[config.mk]
export PLATFORM = sky130hd
export DESIGN_NAME = rrf_top
export DESIGN_NICKNAME = d
export VERILOG_FILES = /design/src/hdl/rrf_pkg.sv /design/src/hdl/rrf_top.sv /design/src/hdl/rrf_idle_gap.sv
export VERILOG_INCLUDE_DIRS = /design/src /design/src/hdl
export SDC_FILE = /design/constraint.sdc
export NUM_CORES = 1
export LEC_CHECK = 0
export ABC_CLOCK_PERIOD_IN_PS = 2700
export BUFFER_PORTS_ARGS = -buffer_cell sky130_fd_sc_hd__buf_2
export CAP_MARGIN = 5
export CORE_MARGIN = 2
export CORE_UTILIZATION = 54
export DETAILED_ROUTE_END_ITERATION = 8
export PLACE_DENSITY = 0.79
export SETUP_SLACK_MARGIN = 0.02
export SYNTH_ARGS = -nofsm -noshare
export SYNTH_HDL_FRONTEND = slang
export SYNTH_SLANG_ARGS = --single-unit
[constraint.sdc]
create_clock -name clk_in -period 2.7 [get_ports clk_in]
set_clock_uncertainty 0.15 [all_clocks]
set_input_delay 0.27 -clock clk_in [delete_from_list [all_inputs] [get_ports clk_in]]
set_output_delay 0.27 -clock clk_in [all_outputs]
set_load 0.02 [all_outputs]
[src/hdl/rrf_regs.svh]
/*
 * Register offsets, bit positions, reset values and counts of the
 * receive-ready flag and idle-line wake block.
 * Assumes it is included by bare name from hdl/ and sim/ sources.
 */
`ifndef RRF_REGS_SVH
`define RRF_REGS_SVH

// ===========================================================
// register offsets (byte addresses, one 32-bit word each)
`define RRF_ADDR_W          8
`define RRF_OFF_CTRL        8'h00
`define RRF_OFF_INT_SET     8'h04
`define RRF_OFF_INT_CLR     8'h08
`define RRF_OFF_FLAGS       8'h0c
`define RRF_OFF_TX_WAKE     8'h10
`define RRF_OFF_TX_DATA     8'h14
`define RRF_OFF_RX_DATA     8'h18
`define RRF_OFF_RX_LAST     8'h1c
`define RRF_OFF_INT_STAT    8'h20
`define RRF_OFF_VECT        8'h24
`define RRF_OFF_BAUD        8'h28

// ===========================================================
// field positions
`define RRF_CTRL_MOD_RST    0
`define RRF_CTRL_SOFT_REL   1
`define RRF_CTRL_LIN        2
`define RRF_CTRL_MBUF       3
`define RRF_CTRL_IDLE_LINE  4
`define RRF_RX_RDY_BIT      9
`define RRF_GAP_DONE_BIT    0
`define RRF_WAKE_BIT        0

// ===========================================================
// reset values, codes and counts
`define RRF_CTRL_RST        5'h00
`define RRF_BAUD_RST        16'h01b1
`define RRF_VECT_NONE       8'h00
`define RRF_VECT_RX         8'h0b
`define RRF_VECT_GAP        8'h01
`define RRF_IDLE_BITS       4'hb

`endif

[src/hdl/rrf_pkg.sv]
/*
 * Types shared by the receive-ready flag block.
 * Assumes rrf_regs.svh supplies all numeric constants.
 */
package rrf_pkg;

   // ===========================================================
   // one received byte as handed over by the frame decoder
   typedef struct packed {
      logic       valid;
      logic       last;
      logic       err;
      logic [7:0] data;
   } rrf_rx_event_type;

   // ===========================================================
   // control bits written by software
   typedef struct packed {
      logic idle_line;
      logic mbuf;
      logic lin;
      logic soft_rel;
      logic mod_rst;
   } rrf_ctrl_type;

   // ===========================================================
   // which rule sets the receive-ready flag
   typedef enum logic [1:0] {
      RRF_MODE_COMPAT  = 2'b00,
      RRF_MODE_LIN_ONE = 2'b01,
      RRF_MODE_LIN_MB  = 2'b10
   } rrf_mode_type;

endpackage : rrf_pkg

[src/hdl/rrf_top.sv]
/*
 * Receive-ready flag, receive interrupt and idle-line wake gap.
 * Assumes the frame decoder and transmit shifter run on clk_in and
 * drive the rx event and tx_load_in without synchronisers.
 */
`timescale 1ns/1ps
`include "rrf_regs.svh"

module rrf_top (
   input  wire logic                    clk_in,
   input  wire logic                    rst_n_in,
   input  wire logic [`RRF_ADDR_W-1:0]  addr_in,
   input  wire logic [31:0]             wdata_in,
   input  wire logic                    wr_in,
   input  wire logic                    rd_in,
   output logic      [31:0]             rdata_out,
   input  wire rrf_pkg::rrf_rx_event_type rx_event_in,
   input  wire logic                    tx_load_in,
   output logic      [7:0]              tx_data_out,
   output logic                         tx_data_valid_out,
   output logic                         tx_addr_frame_out,
   output logic                         tx_idle_hold_out,
   output logic                         bit_tick_out,
   output logic                         irq_out
);

   // ===========================================================
   // state
   rrf_pkg::rrf_ctrl_type ctrl_q;
   rrf_pkg::rrf_mode_type mode;
   logic [15:0] baud_q;
   logic [15:0] div_q;
   logic        rx_rdy_q;
   logic        rx_rdy_d;
   logic [7:0]  rx_data_q;
   logic        err_seen_q;
   logic        int_en_q;
   logic        gap_en_q;
   logic [9:0]  stat_q;
   logic        wake_q;
   logic        addr_pend_q;
   logic        tx_full_q;
   logic [7:0]  tx_buf_q;
   logic        gap_start;
   logic        gap_busy;
   logic        gap_busy_q;
   logic        mod_held;
   logic        rx_set;
   logic        rx_clr;
   logic        wr_ctrl, wr_flags, wr_td, wr_wake, wr_stat;
   logic        rd_rx, rd_last, rd_vect;
   logic [7:0]  vect;

   // ===========================================================
   // decode
   assign wr_ctrl  = wr_in && (addr_in == `RRF_OFF_CTRL);
   assign wr_flags = wr_in && (addr_in == `RRF_OFF_FLAGS);
   assign wr_td    = wr_in && (addr_in == `RRF_OFF_TX_DATA);
   assign wr_wake  = wr_in && (addr_in == `RRF_OFF_TX_WAKE);
   assign wr_stat  = wr_in && (addr_in == `RRF_OFF_INT_STAT);
   assign rd_rx    = rd_in && (addr_in == `RRF_OFF_RX_DATA);
   assign rd_last  = rd_in && (addr_in == `RRF_OFF_RX_LAST);
   assign rd_vect  = rd_in && (addr_in == `RRF_OFF_VECT);
   // module reset bit set, or soft hold not released, keeps the flag logic cleared
   assign mod_held = ctrl_q.mod_rst || !ctrl_q.soft_rel;
   assign mode = !ctrl_q.lin ? rrf_pkg::RRF_MODE_COMPAT :
                 ctrl_q.mbuf ? rrf_pkg::RRF_MODE_LIN_MB : rrf_pkg::RRF_MODE_LIN_ONE;

   // ===========================================================
   // control and baud registers
   always_ff @(posedge clk_in) begin
      if (!rst_n_in) begin
         ctrl_q <= `RRF_CTRL_RST;
         baud_q <= `RRF_BAUD_RST;
      end else begin
         if (wr_ctrl) begin
            ctrl_q <= wdata_in[4:0];
         end
         if (wr_in && (addr_in == `RRF_OFF_BAUD)) begin
            baud_q <= wdata_in[15:0];
         end
      end
   end

   // ===========================================================
   // bit-rate divider: one-cycle tick per bit period
   always_ff @(posedge clk_in) begin
      if (!rst_n_in) begin
         div_q        <= 16'h0000;
         bit_tick_out <= 1'b0;
      end else if (div_q >= baud_q) begin
         div_q        <= 16'h0000;
         bit_tick_out <= 1'b1;
      end else begin
         div_q        <= div_q + 16'h0001;
         bit_tick_out <= 1'b0;
      end
   end

   // ===========================================================
   // set conditions per mode; in both LIN modes errors anywhere in a frame spoil its last byte
   always_comb begin
      rx_set = 1'b0;
      unique case (mode)
         rrf_pkg::RRF_MODE_COMPAT:  rx_set = rx_event_in.valid;
         rrf_pkg::RRF_MODE_LIN_ONE: rx_set = rx_event_in.valid &&
            !(rx_event_in.last && (rx_event_in.err || err_seen_q));
         rrf_pkg::RRF_MODE_LIN_MB:  rx_set = rx_event_in.valid && rx_event_in.last &&
            !rx_event_in.err && !err_seen_q;
         default: rx_set = 1'b0;
      endcase
   end

   // vector reads are deliberately absent from the clear terms
   assign rx_clr = (rd_rx && !ctrl_q.lin) || (rd_last && ctrl_q.lin) ||
                   (wr_flags && wdata_in[`RRF_RX_RDY_BIT]);

   // ===========================================================
   // receive-ready flag: resets dominate, then set beats clear
   always_comb begin
      rx_rdy_d = rx_rdy_q;
      if (mod_held) begin
         rx_rdy_d = 1'b0;
      end else if (rx_set) begin
         rx_rdy_d = 1'b1;
      end else if (rx_clr) begin
         rx_rdy_d = 1'b0;
      end
   end

   always_ff @(posedge clk_in) begin
      if (!rst_n_in) begin
         rx_rdy_q <= 1'b0;
      end else begin
         rx_rdy_q <= rx_rdy_d;
      end
   end

   // ===========================================================
   // receive data capture and frame error memory
   always_ff @(posedge clk_in) begin
      if (!rst_n_in || mod_held) begin
         rx_data_q  <= 8'h00;
         err_seen_q <= 1'b0;
      end else if (rx_event_in.valid) begin
         rx_data_q  <= rx_event_in.data;
         err_seen_q <= rx_event_in.err && !rx_event_in.last ? 1'b1 :
                       (rx_event_in.last ? 1'b0 : err_seen_q);
      end
   end

   // ===========================================================
   // interrupt enables: set and clear registers, write one to act
   always_ff @(posedge clk_in) begin
      if (!rst_n_in) begin
         int_en_q <= 1'b0;
         gap_en_q <= 1'b0;
      end else if (wr_in && (addr_in == `RRF_OFF_INT_SET)) begin
         int_en_q <= int_en_q | wdata_in[`RRF_RX_RDY_BIT];
         gap_en_q <= gap_en_q | wdata_in[`RRF_GAP_DONE_BIT];
      end else if (wr_in && (addr_in == `RRF_OFF_INT_CLR)) begin
         int_en_q <= int_en_q & ~wdata_in[`RRF_RX_RDY_BIT];
         gap_en_q <= gap_en_q & ~wdata_in[`RRF_GAP_DONE_BIT];
      end
   end

   // ===========================================================
   // sticky status, write one to clear; a new event beats the clear
   always_ff @(posedge clk_in) begin
      if (!rst_n_in || mod_held) begin
         stat_q <= 10'h000;
      end else begin
         if (rx_set) begin
            stat_q[`RRF_RX_RDY_BIT] <= 1'b1;
         end else if (wr_stat && wdata_in[`RRF_RX_RDY_BIT]) begin
            stat_q[`RRF_RX_RDY_BIT] <= 1'b0;
         end
         if (gap_busy_q && !gap_busy) begin
            stat_q[`RRF_GAP_DONE_BIT] <= 1'b1;
         end else if (wr_stat && wdata_in[`RRF_GAP_DONE_BIT]) begin
            stat_q[`RRF_GAP_DONE_BIT] <= 1'b0;
         end
      end
   end

   // level interrupt while an enabled status bit stands
   always_ff @(posedge clk_in) begin
      if (!rst_n_in) begin
         irq_out <= 1'b0;
      end else begin
         irq_out <= (stat_q[`RRF_RX_RDY_BIT] && int_en_q) ||
                    (stat_q[`RRF_GAP_DONE_BIT] && gap_en_q);
      end
   end

   // ===========================================================
   // wake select: only the system reset, the shifter load, a gap start and a write of zero clear it
   assign gap_start = wr_td && wake_q && ctrl_q.idle_line;

   always_ff @(posedge clk_in) begin
      if (!rst_n_in) begin
         wake_q <= 1'b0;
      end else if (tx_load_in || gap_start) begin
         wake_q <= 1'b0;
      end else if (wr_wake) begin
         wake_q <= wdata_in[`RRF_WAKE_BIT];
      end
   end

   // ===========================================================
   // transmit buffer; the dummy write of a wake gap is never sent
   always_ff @(posedge clk_in) begin
      if (!rst_n_in || mod_held) begin
         tx_full_q         <= 1'b0;
         tx_buf_q          <= 8'h00;
         tx_addr_frame_out <= 1'b0;
         addr_pend_q       <= 1'b0;
      end else if (gap_start) begin
         addr_pend_q <= 1'b1;
      end else if (wr_td) begin
         tx_full_q         <= 1'b1;
         tx_buf_q          <= wdata_in[7:0];
         tx_addr_frame_out <= ctrl_q.idle_line ? addr_pend_q : wake_q;
         addr_pend_q       <= 1'b0;
      end else if (tx_load_in) begin
         tx_full_q <= 1'b0;
      end
   end

   // hold the frame back from the shifter while the gap runs
   always_ff @(posedge clk_in) begin
      if (!rst_n_in) begin
         tx_data_out       <= 8'h00;
         tx_data_valid_out <= 1'b0;
         gap_busy_q        <= 1'b0;
      end else begin
         tx_data_out       <= tx_buf_q;
         tx_data_valid_out <= tx_full_q && !gap_busy && !tx_load_in;
         gap_busy_q        <= gap_busy;
      end
   end

   rrf_idle_gap u_gap (
      .clk_in   (clk_in),
      .rst_n_in (rst_n_in),
      .start_in (gap_start),
      .tick_in  (bit_tick_out),
      .busy_out (gap_busy)
   );
   assign tx_idle_hold_out = gap_busy;

   // ===========================================================
   // read port: data in the cycle after the strobe, unmapped reads zero
   assign vect = (stat_q[`RRF_RX_RDY_BIT] && int_en_q) ? `RRF_VECT_RX :
                 (stat_q[`RRF_GAP_DONE_BIT] && gap_en_q) ? `RRF_VECT_GAP : `RRF_VECT_NONE;

   always_ff @(posedge clk_in) begin
      if (!rst_n_in) begin
         rdata_out <= 32'h0000_0000;
      end else if (rd_in) begin
         rdata_out <= 32'h0000_0000;
         unique case (addr_in)
            `RRF_OFF_CTRL:     rdata_out[4:0] <= ctrl_q;
            `RRF_OFF_INT_SET,
            `RRF_OFF_INT_CLR: begin
               rdata_out[`RRF_RX_RDY_BIT]   <= int_en_q;
               rdata_out[`RRF_GAP_DONE_BIT] <= gap_en_q;
            end
            `RRF_OFF_FLAGS:    rdata_out[`RRF_RX_RDY_BIT] <= rx_rdy_q;
            `RRF_OFF_TX_WAKE:  rdata_out[`RRF_WAKE_BIT] <= wake_q;
            `RRF_OFF_RX_DATA,
            `RRF_OFF_RX_LAST:  rdata_out[7:0] <= rx_data_q;
            `RRF_OFF_INT_STAT: rdata_out[9:0] <= stat_q;
            `RRF_OFF_VECT:     rdata_out[7:0] <= vect;
            `RRF_OFF_BAUD:     rdata_out[15:0] <= baud_q;
            default:           rdata_out <= 32'h0000_0000;
         endcase
      end
   end
endmodule : rrf_top

[src/hdl/rrf_idle_gap.sv]
/*
 * Idle gap timer: holds its busy output for a fixed number of bit ticks.
 * Assumes tick_in is a one-cycle enable at the bit rate on clk_in.
 */
`timescale 1ns/1ps
`include "rrf_regs.svh"

module rrf_idle_gap (
   input  wire logic clk_in,
   input  wire logic rst_n_in,
   input  wire logic start_in,
   input  wire logic tick_in,
   output logic      busy_out
);

   logic [3:0] left_q;

   // ===========================================================
   // count bit ticks down; a restart while busy starts over
   always_ff @(posedge clk_in) begin
      if (!rst_n_in) begin
         left_q   <= 4'h0;
         busy_out <= 1'b0;
      end else if (start_in) begin
         left_q   <= `RRF_IDLE_BITS;
         busy_out <= 1'b1;
      end else if (busy_out && tick_in) begin
         left_q   <= left_q - 4'h1;
         busy_out <= (left_q != 4'h1);
      end
   end

endmodule : rrf_idle_gap

# Word-level counts from Yosys, hierarchy flattened
# Index checks and enable logic that the tools add are counted.
totals:
  rom_bits: 0
  n_memories: 0
  latch_bits: 0
  out_inout_bits: 45
  word_cells: 149
  regBits: 96
  ram_bits: 0
op_classes:
  muxes: 33
  div_mod_pow: 0
  multipliers: 0
  shift: 0
  bitwise: 8
  add_sub_neg: 2
  order_cmp: 1
  n_reduce_logical: 64
  n_eq_ne: 13
op_table:
  columns: ["op", "n"]
  rows:
  - ["$eq A8 B5 Y1 const B", 4]
  - ["$logic_and A1 B1 Y1", 29]
  - ["$eq A8 B6 Y1 const B", 3]
  - ["$mux W1", 22]
  - ["$add A16 B1 Y16 const B", 1]
  - ["$eq A8 B4 Y1 const B", 2]
  - ["$ge A16 B16 Y1", 1]
  - ["$pmux W4 S4", 1]
  - ["$reduce_bool A2 Y1", 8]
  - ["$mux W4", 3]
  - ["$reduce_or A2 Y1", 6]
  - ["$logic_not A1 Y1", 9]
  - ["$pmux W3 S3", 1]
  - ["$eq A8 B3 Y1 const B", 1]
  - ["$logic_not A8 Y1", 1]
  - ["$logic_or A1 B1 Y1", 7]
  - ["$pmux W1 S7", 1]
  - ["$mux W6", 1]
  - ["$reduce_and A2 Y1", 3]
  - ["$mux W2", 2]
  - ["$ne A4 B1 Y1 const B", 1]
  - ["$not A1 Y1", 4]
  - ["$pmux W1 S4", 1]
  - ["$sub A4 B1 Y4 const B", 1]
  - ["other kinds (6)", 8]

# Logic depth before layout (Yosys ltp)
depth:
  ltp_word: 7
  depth_mapped: 8
  ltp_nobuf: 6

# By module
# From an unflattened synthesis, not the netlist that was laid out.
unflattened:
  cells_unflattened: 498
  area_unflattened_um2: 4443.0
modules_own_cells:
  columns: ["module", "area_each_um2", "cells_each", "instances", "seq_area_each_um2"]
  rows:
  - ["rrf_top", 4204.0, 474, 1, 1821.7]
  - ["rrf_idle_gap", 239.0, 24, 1, 100.1]

# Least setup slack after synthesis
# OpenSTA, ideal clock, no wires.
synth_path:
  path_type: "register to register"
  startpoint: "reg div_q[0]"
  endpoint: "reg div_q[10]"
  n_path_buf: 1
  t_arrival_ps: 1847
  synth_period_minus_slack_ps: 2089
  t_required_ps: 2458
  slack_ps: 611
  stages_incl_launch_ff: 8
  cell_sequence: "dfxtp_1 > inv_1 > ha_1 > nand2b_1 > a2111oi_2 > o31ai_1 > buf_2 > nor4_1"
synth_via:
  elab_chain_cells: 2
  elab_cells_between_ends: 3
  classes_between: "add/sub: 1; order compare: 1; reduce/logical: 1"
synth_rtl:
  columns: ["element", "line_no", "rtl"]
  rows:
  - ["from (decl)", "rrf_top.sv:32", "logic [15:0] div_q;"]
  - ["from (signal assigned)", "rrf_top.sv:95", "div_q <= div_q + 16'h0001;"]
  - ["$ge A16 B16 Y1", "rrf_top.sv:91", "end else if (div_q >= baud_q) begin"]
  - ["$reduce_or A2 Y1 (no line)", null, null]
# Parallel ways exist; a longest one is shown, timed or not.
# A chain may end at the register's enable or synchronous reset.

# Worst setup path after layout
layout_path:
  startpoint: "reg baud_q[15]"
  endpoint: "reg bit_tick_out"
layout_via:
  elab_chain_cells: 2
layout_rtl:
  columns: ["element", "line_no", "rtl"]
  rows:
  - ["from (decl)", "rrf_top.sv:31", "logic [15:0] baud_q;"]
  - ["from (signal assigned)", "rrf_top.sv:74", "baud_q <= `RRF_BAUD_RST;"]
  - ["from (signal assigned)", "rrf_top.sv:80", "baud_q <= wdata_in[15:0];"]
  - ["$ge A16 B16 Y1", "rrf_top.sv:91", null]
  - ["$mux W1", "rrf_top.sv:91", null]
  - ["to (signal assigned)", "rrf_top.sv:90", "bit_tick_out <= 1'b0;"]
  - ["to (signal assigned)", "rrf_top.sv:93", "bit_tick_out <= 1'b1;"]
  - ["to (signal assigned)", "rrf_top.sv:96", "bit_tick_out <= 1'b0;"]
  - ["to (decl)", "rrf_top.sv:23", "output logic bit_tick_out,"]
# No other way between the ends.

==> summary.md <==
| Metric | Value |
|---|---|
| Status | complete, no violations |
| Area growth syn-to-layout | 14.5% |
| EDFF count, synth | 0 |
| Slew headroom | 13.8% |
| Clock sink count | 96 |
| N_diodes | 0 |
| TritonCTS clock tree | done |
| Final hold viol count | 0 |
| Least-Margin Pin Slew | 1.28 ns |
| Startpoint Class | flop |
| Period utilization | 82.8% |
| Maxcap violations | 0 |
| Number of global-route vias before repair | 3743 |
| Final net count | 662 |
| H-tree depth | 3 |
| Die footprint | 9330 sq um |
| Via count | 3956 |
| Crit path time final | 2.24 ns |
| Mapped Area | 4630 sq um |
| Layout cells sized above 1 | 17.6% |
| CP max FO | 17 |
| DP Worst Slack | 0.502 ns |
| Met2 wire length | 5.43 mm |
| Fin worst setup slack | 0.465 ns |
| Max Transition Viols Final | 0 |
| Power Density | 474 nW/um^2 |
| Clk buf depth | 2 |
| Asr flop ratio synth | 0% |
| Fillers | 693 |
| Syn avg cell area | 9.01 sq um |
| Post-route ant nets | 0 |
| Register area share after synthesis | 41.5% |
| Final wirelength | 10.8 mm |
| Io pins | 101 |
| Cell Chain, Critical Path | inv_1 -> ha_1 -> nand2_1 -> o21ai_1 -> o31a_1 |
| First-pass GRT wire length | 17.9 mm |
| Cells after Synth | 514 |
| Crit path capture type | flop |
| Critical Path AT | 2.39 ns |
| Main synth FF type | dfxtp_1 |
| #FFs+latches synth | 96 |
| Yosys warning count | 0 |
| Die height | 96.6 um |
| Drt via density | 5.68 |
| Gpl congestion | 0.875 |
| CP Data Required Time | 2.85 ns |
| Met3 routed WL | 721 um |
| Largest net degree at the start of global routing | 49 |
| Worst hold-check path type | in2reg |
| Bufs and invs on worst path | 1 |
| Initial Util | 56.1% |
| FP Rows | 33 |
| Pre-antenna DRT Iters | 4 |
| Avg WL per Cell | 15.5 um |
| Total global-route track usage | 23.1% |
| Top sig layer | met4 |
| Setup_tns | 0 ns |
| CTS buffer count | 9 |
| Maximum operating frequency | 447 MHz |
| Final setup fails | 0 |
| VDD IR max | 0.000353 V |
| Crit path kind | reg2reg |
| Port bufs | 68 |
| Met1 wire length | 4.54 mm |
| Initial DRC count | 217 |
| CP max stage delay | 0.98 ns |
| Slowest-stage cell, CP | o21ai_1 |
| Post-DP HPWL | 7.70 mm |
| Die W | 96.6 um |
| Root Driver | clkbuf_8 |
| Pleak | 2.19 nW |
| Core box area | 8260 sq um |
| Clock transition at path regs | 0.10 ns |
| Post-CTS Repair Setup Buffers | 0 |
| RSZ-0062 raised after global routing | false |
| Crit path max-delay family | compound AO/OA/AOI/OAI gates |
| DR DRC count | 0 |
| Clk Latency, worst-skew pair | 0.37 ns |
| Number of distinct library cells after synthesis | 57 |
| Gr ovfl total | 0 |
| Initial antenna violation count | 0 |
## placed cells by master (no fill, tap or decap), drive strengths merged, types with 5 or more instances in the layout
| master | netlist | final |
|---|---|---|
| a21boi | 15 | 15 |
| a21oi | 13 | 13 |
| a31oi | 12 | 12 |
| and2 | 13 | 13 |
| and3 | 5 | 5 |
| buf | 26 | 80 |
| clkbuf | 18 | 9 |
| conb | 1 | 16 |
| dfxtp | 96 | 96 |
| dlygate4sd3 | 0 | 11 |
| ha | 19 | 19 |
| inv | 28 | 31 |
| mux2i | 26 | 26 |
| nand2 | 31 | 31 |
| nand3 | 40 | 40 |
| nand4 | 8 | 8 |
| nor2 | 24 | 24 |
| nor2b | 27 | 27 |
| nor3 | 6 | 6 |
| nor4 | 25 | 25 |
| o21ai | 12 | 12 |
| xnor2 | 17 | 17 |
## routing by layer
metal	global-route usage [%]	vias up
li1	-	1943
met1	28.1	1897
met2	40.3	106
met3	6.50	10
met4	5.53	0
met5	0	-
## cells in the mapped netlist, types with 2 or more instances
library cell,count,area [sq um]
a211oi_1,2,15.0
a21boi_0,14,105
a21oi_1,13,65.1
a31oi_1,12,75.1
a32o_1,2,20.0
a32oi_1,3,26.3
and2_1,13,81.3
and3_1,5,31.3
and4_1,3,26.3
buf_2,9,45.0
buf_4,16,120
clkbuf_1,18,67.6
dfxtp_1,96,1920
ha_1,19,238
inv_1,28,105
mux2i_1,26,260
nand2_1,31,116
nand2b_1,4,25.0
nand3_1,40,200
nand3b_1,2,15.0
nand4_1,8,50.1
nor2_1,24,90.1
nor2b_1,27,169
nor3_1,6,30.0
nor3b_1,4,30.0
nor4_1,23,144
nor4b_1,2,17.5
o2111ai_1,2,17.5
o211a_1,2,20.0
o211ai_1,3,22.5
o21ai_0,11,55.1
o22ai_1,3,18.8
o31ai_1,2,15.0
xnor2_1,17,149
xor2_1,2,17.5
## sequential cells by signal, indices dropped and copies added (netlist names), 2 cells and up, named ones only
signal and count:
div_q 16, ctrl_q 5, baud_q 16, stat_q 2, u_gap.left_q 4, tx_buf_q 8, tx_data_out 8, rx_data_q 8
rdata_out 16
## final timing paths
check,start,endpoint,slack [ns],depth (start not counted)
setup / recovery,baud_q[15]$_SDFFE_PN0P_,bit_tick_out$_SDFF_PN0_,0.46,5
hold / removal,wdata_in[7],tx_buf_q[7]$_SDFFE_PP0P_,0.006,3
setup reg to reg,baud_q[15]$_SDFFE_PN0P_,bit_tick_out$_SDFF_PN0_,0.46,5
hold reg to reg,gap_busy_q$_SDFF_PN0_,stat_q[0]$_SDFFE_PP0P_,0.30,2
## worst register-to-register path, delay by kind of cell (launching register included)
family          cells  cell delay [ns]
compound gates      2             1.23
simple gates        1             0.06
flops               1             0.37
fa+ha+maj           1             0.31
buf+inv             1             0.06
## per-stage QoR
step / area (sq um) / total power, mW / util (%) / cells / hold slack, ns
5_1_grt: 5300 / 2.61 / 64.2 / 697 / 0.00778
2_1_floorplan: 4690 / 1.59 / - / 529 / 0.196
3_5_place_dp: 5010 / 1.64 / 60.6 / 670 / 0.291
3_3_place_gp: 5010 / 1.63 / 60.6 / 670 / 0.286
6_report: 5300 / 2.52 / 64.2 / 697 / 0.00645
4_1_cts: 5300 / 2.52 / 64.2 / 697 / 0.00266
## report_power, final
part / switching (mW) / internal (mW)
combinational: 0.115 / 0.0752
sequential: 0.00715 / 1.42
clock: 0.543 / 0.354
## cell families after synthesis
group	count (synthesis)	synth area share, %
buf+inv	72	7.54
other cells	1	0.0810
compound gates	80	11.9
fa+ha+maj	19	5.13
flops	96	41.5
simple gates	201	24.6
xor+xnor	19	3.59
mux	26	5.62
## area by class of cell
cell class / instances / area [sq um] / area share, %
clock buffer: 9 / 124 / 2.34
multi-input combinational: 361 / 2420 / 45.6
sequential: 96 / 1920 / 36.2
timing repair buffer: 91 / 541 / 10.2
clock inverter: 7 / 63.8 / 1.20
inverter: 28 / 105 / 1.98
tap: 105 / 131 / 2.48
## repair_timing
action,in CTS,in global routing
hold endpoints to repair,13,0
hold buffers,11,0
gates resized for setup,0,0
Power figures use the tool's default switching activity.
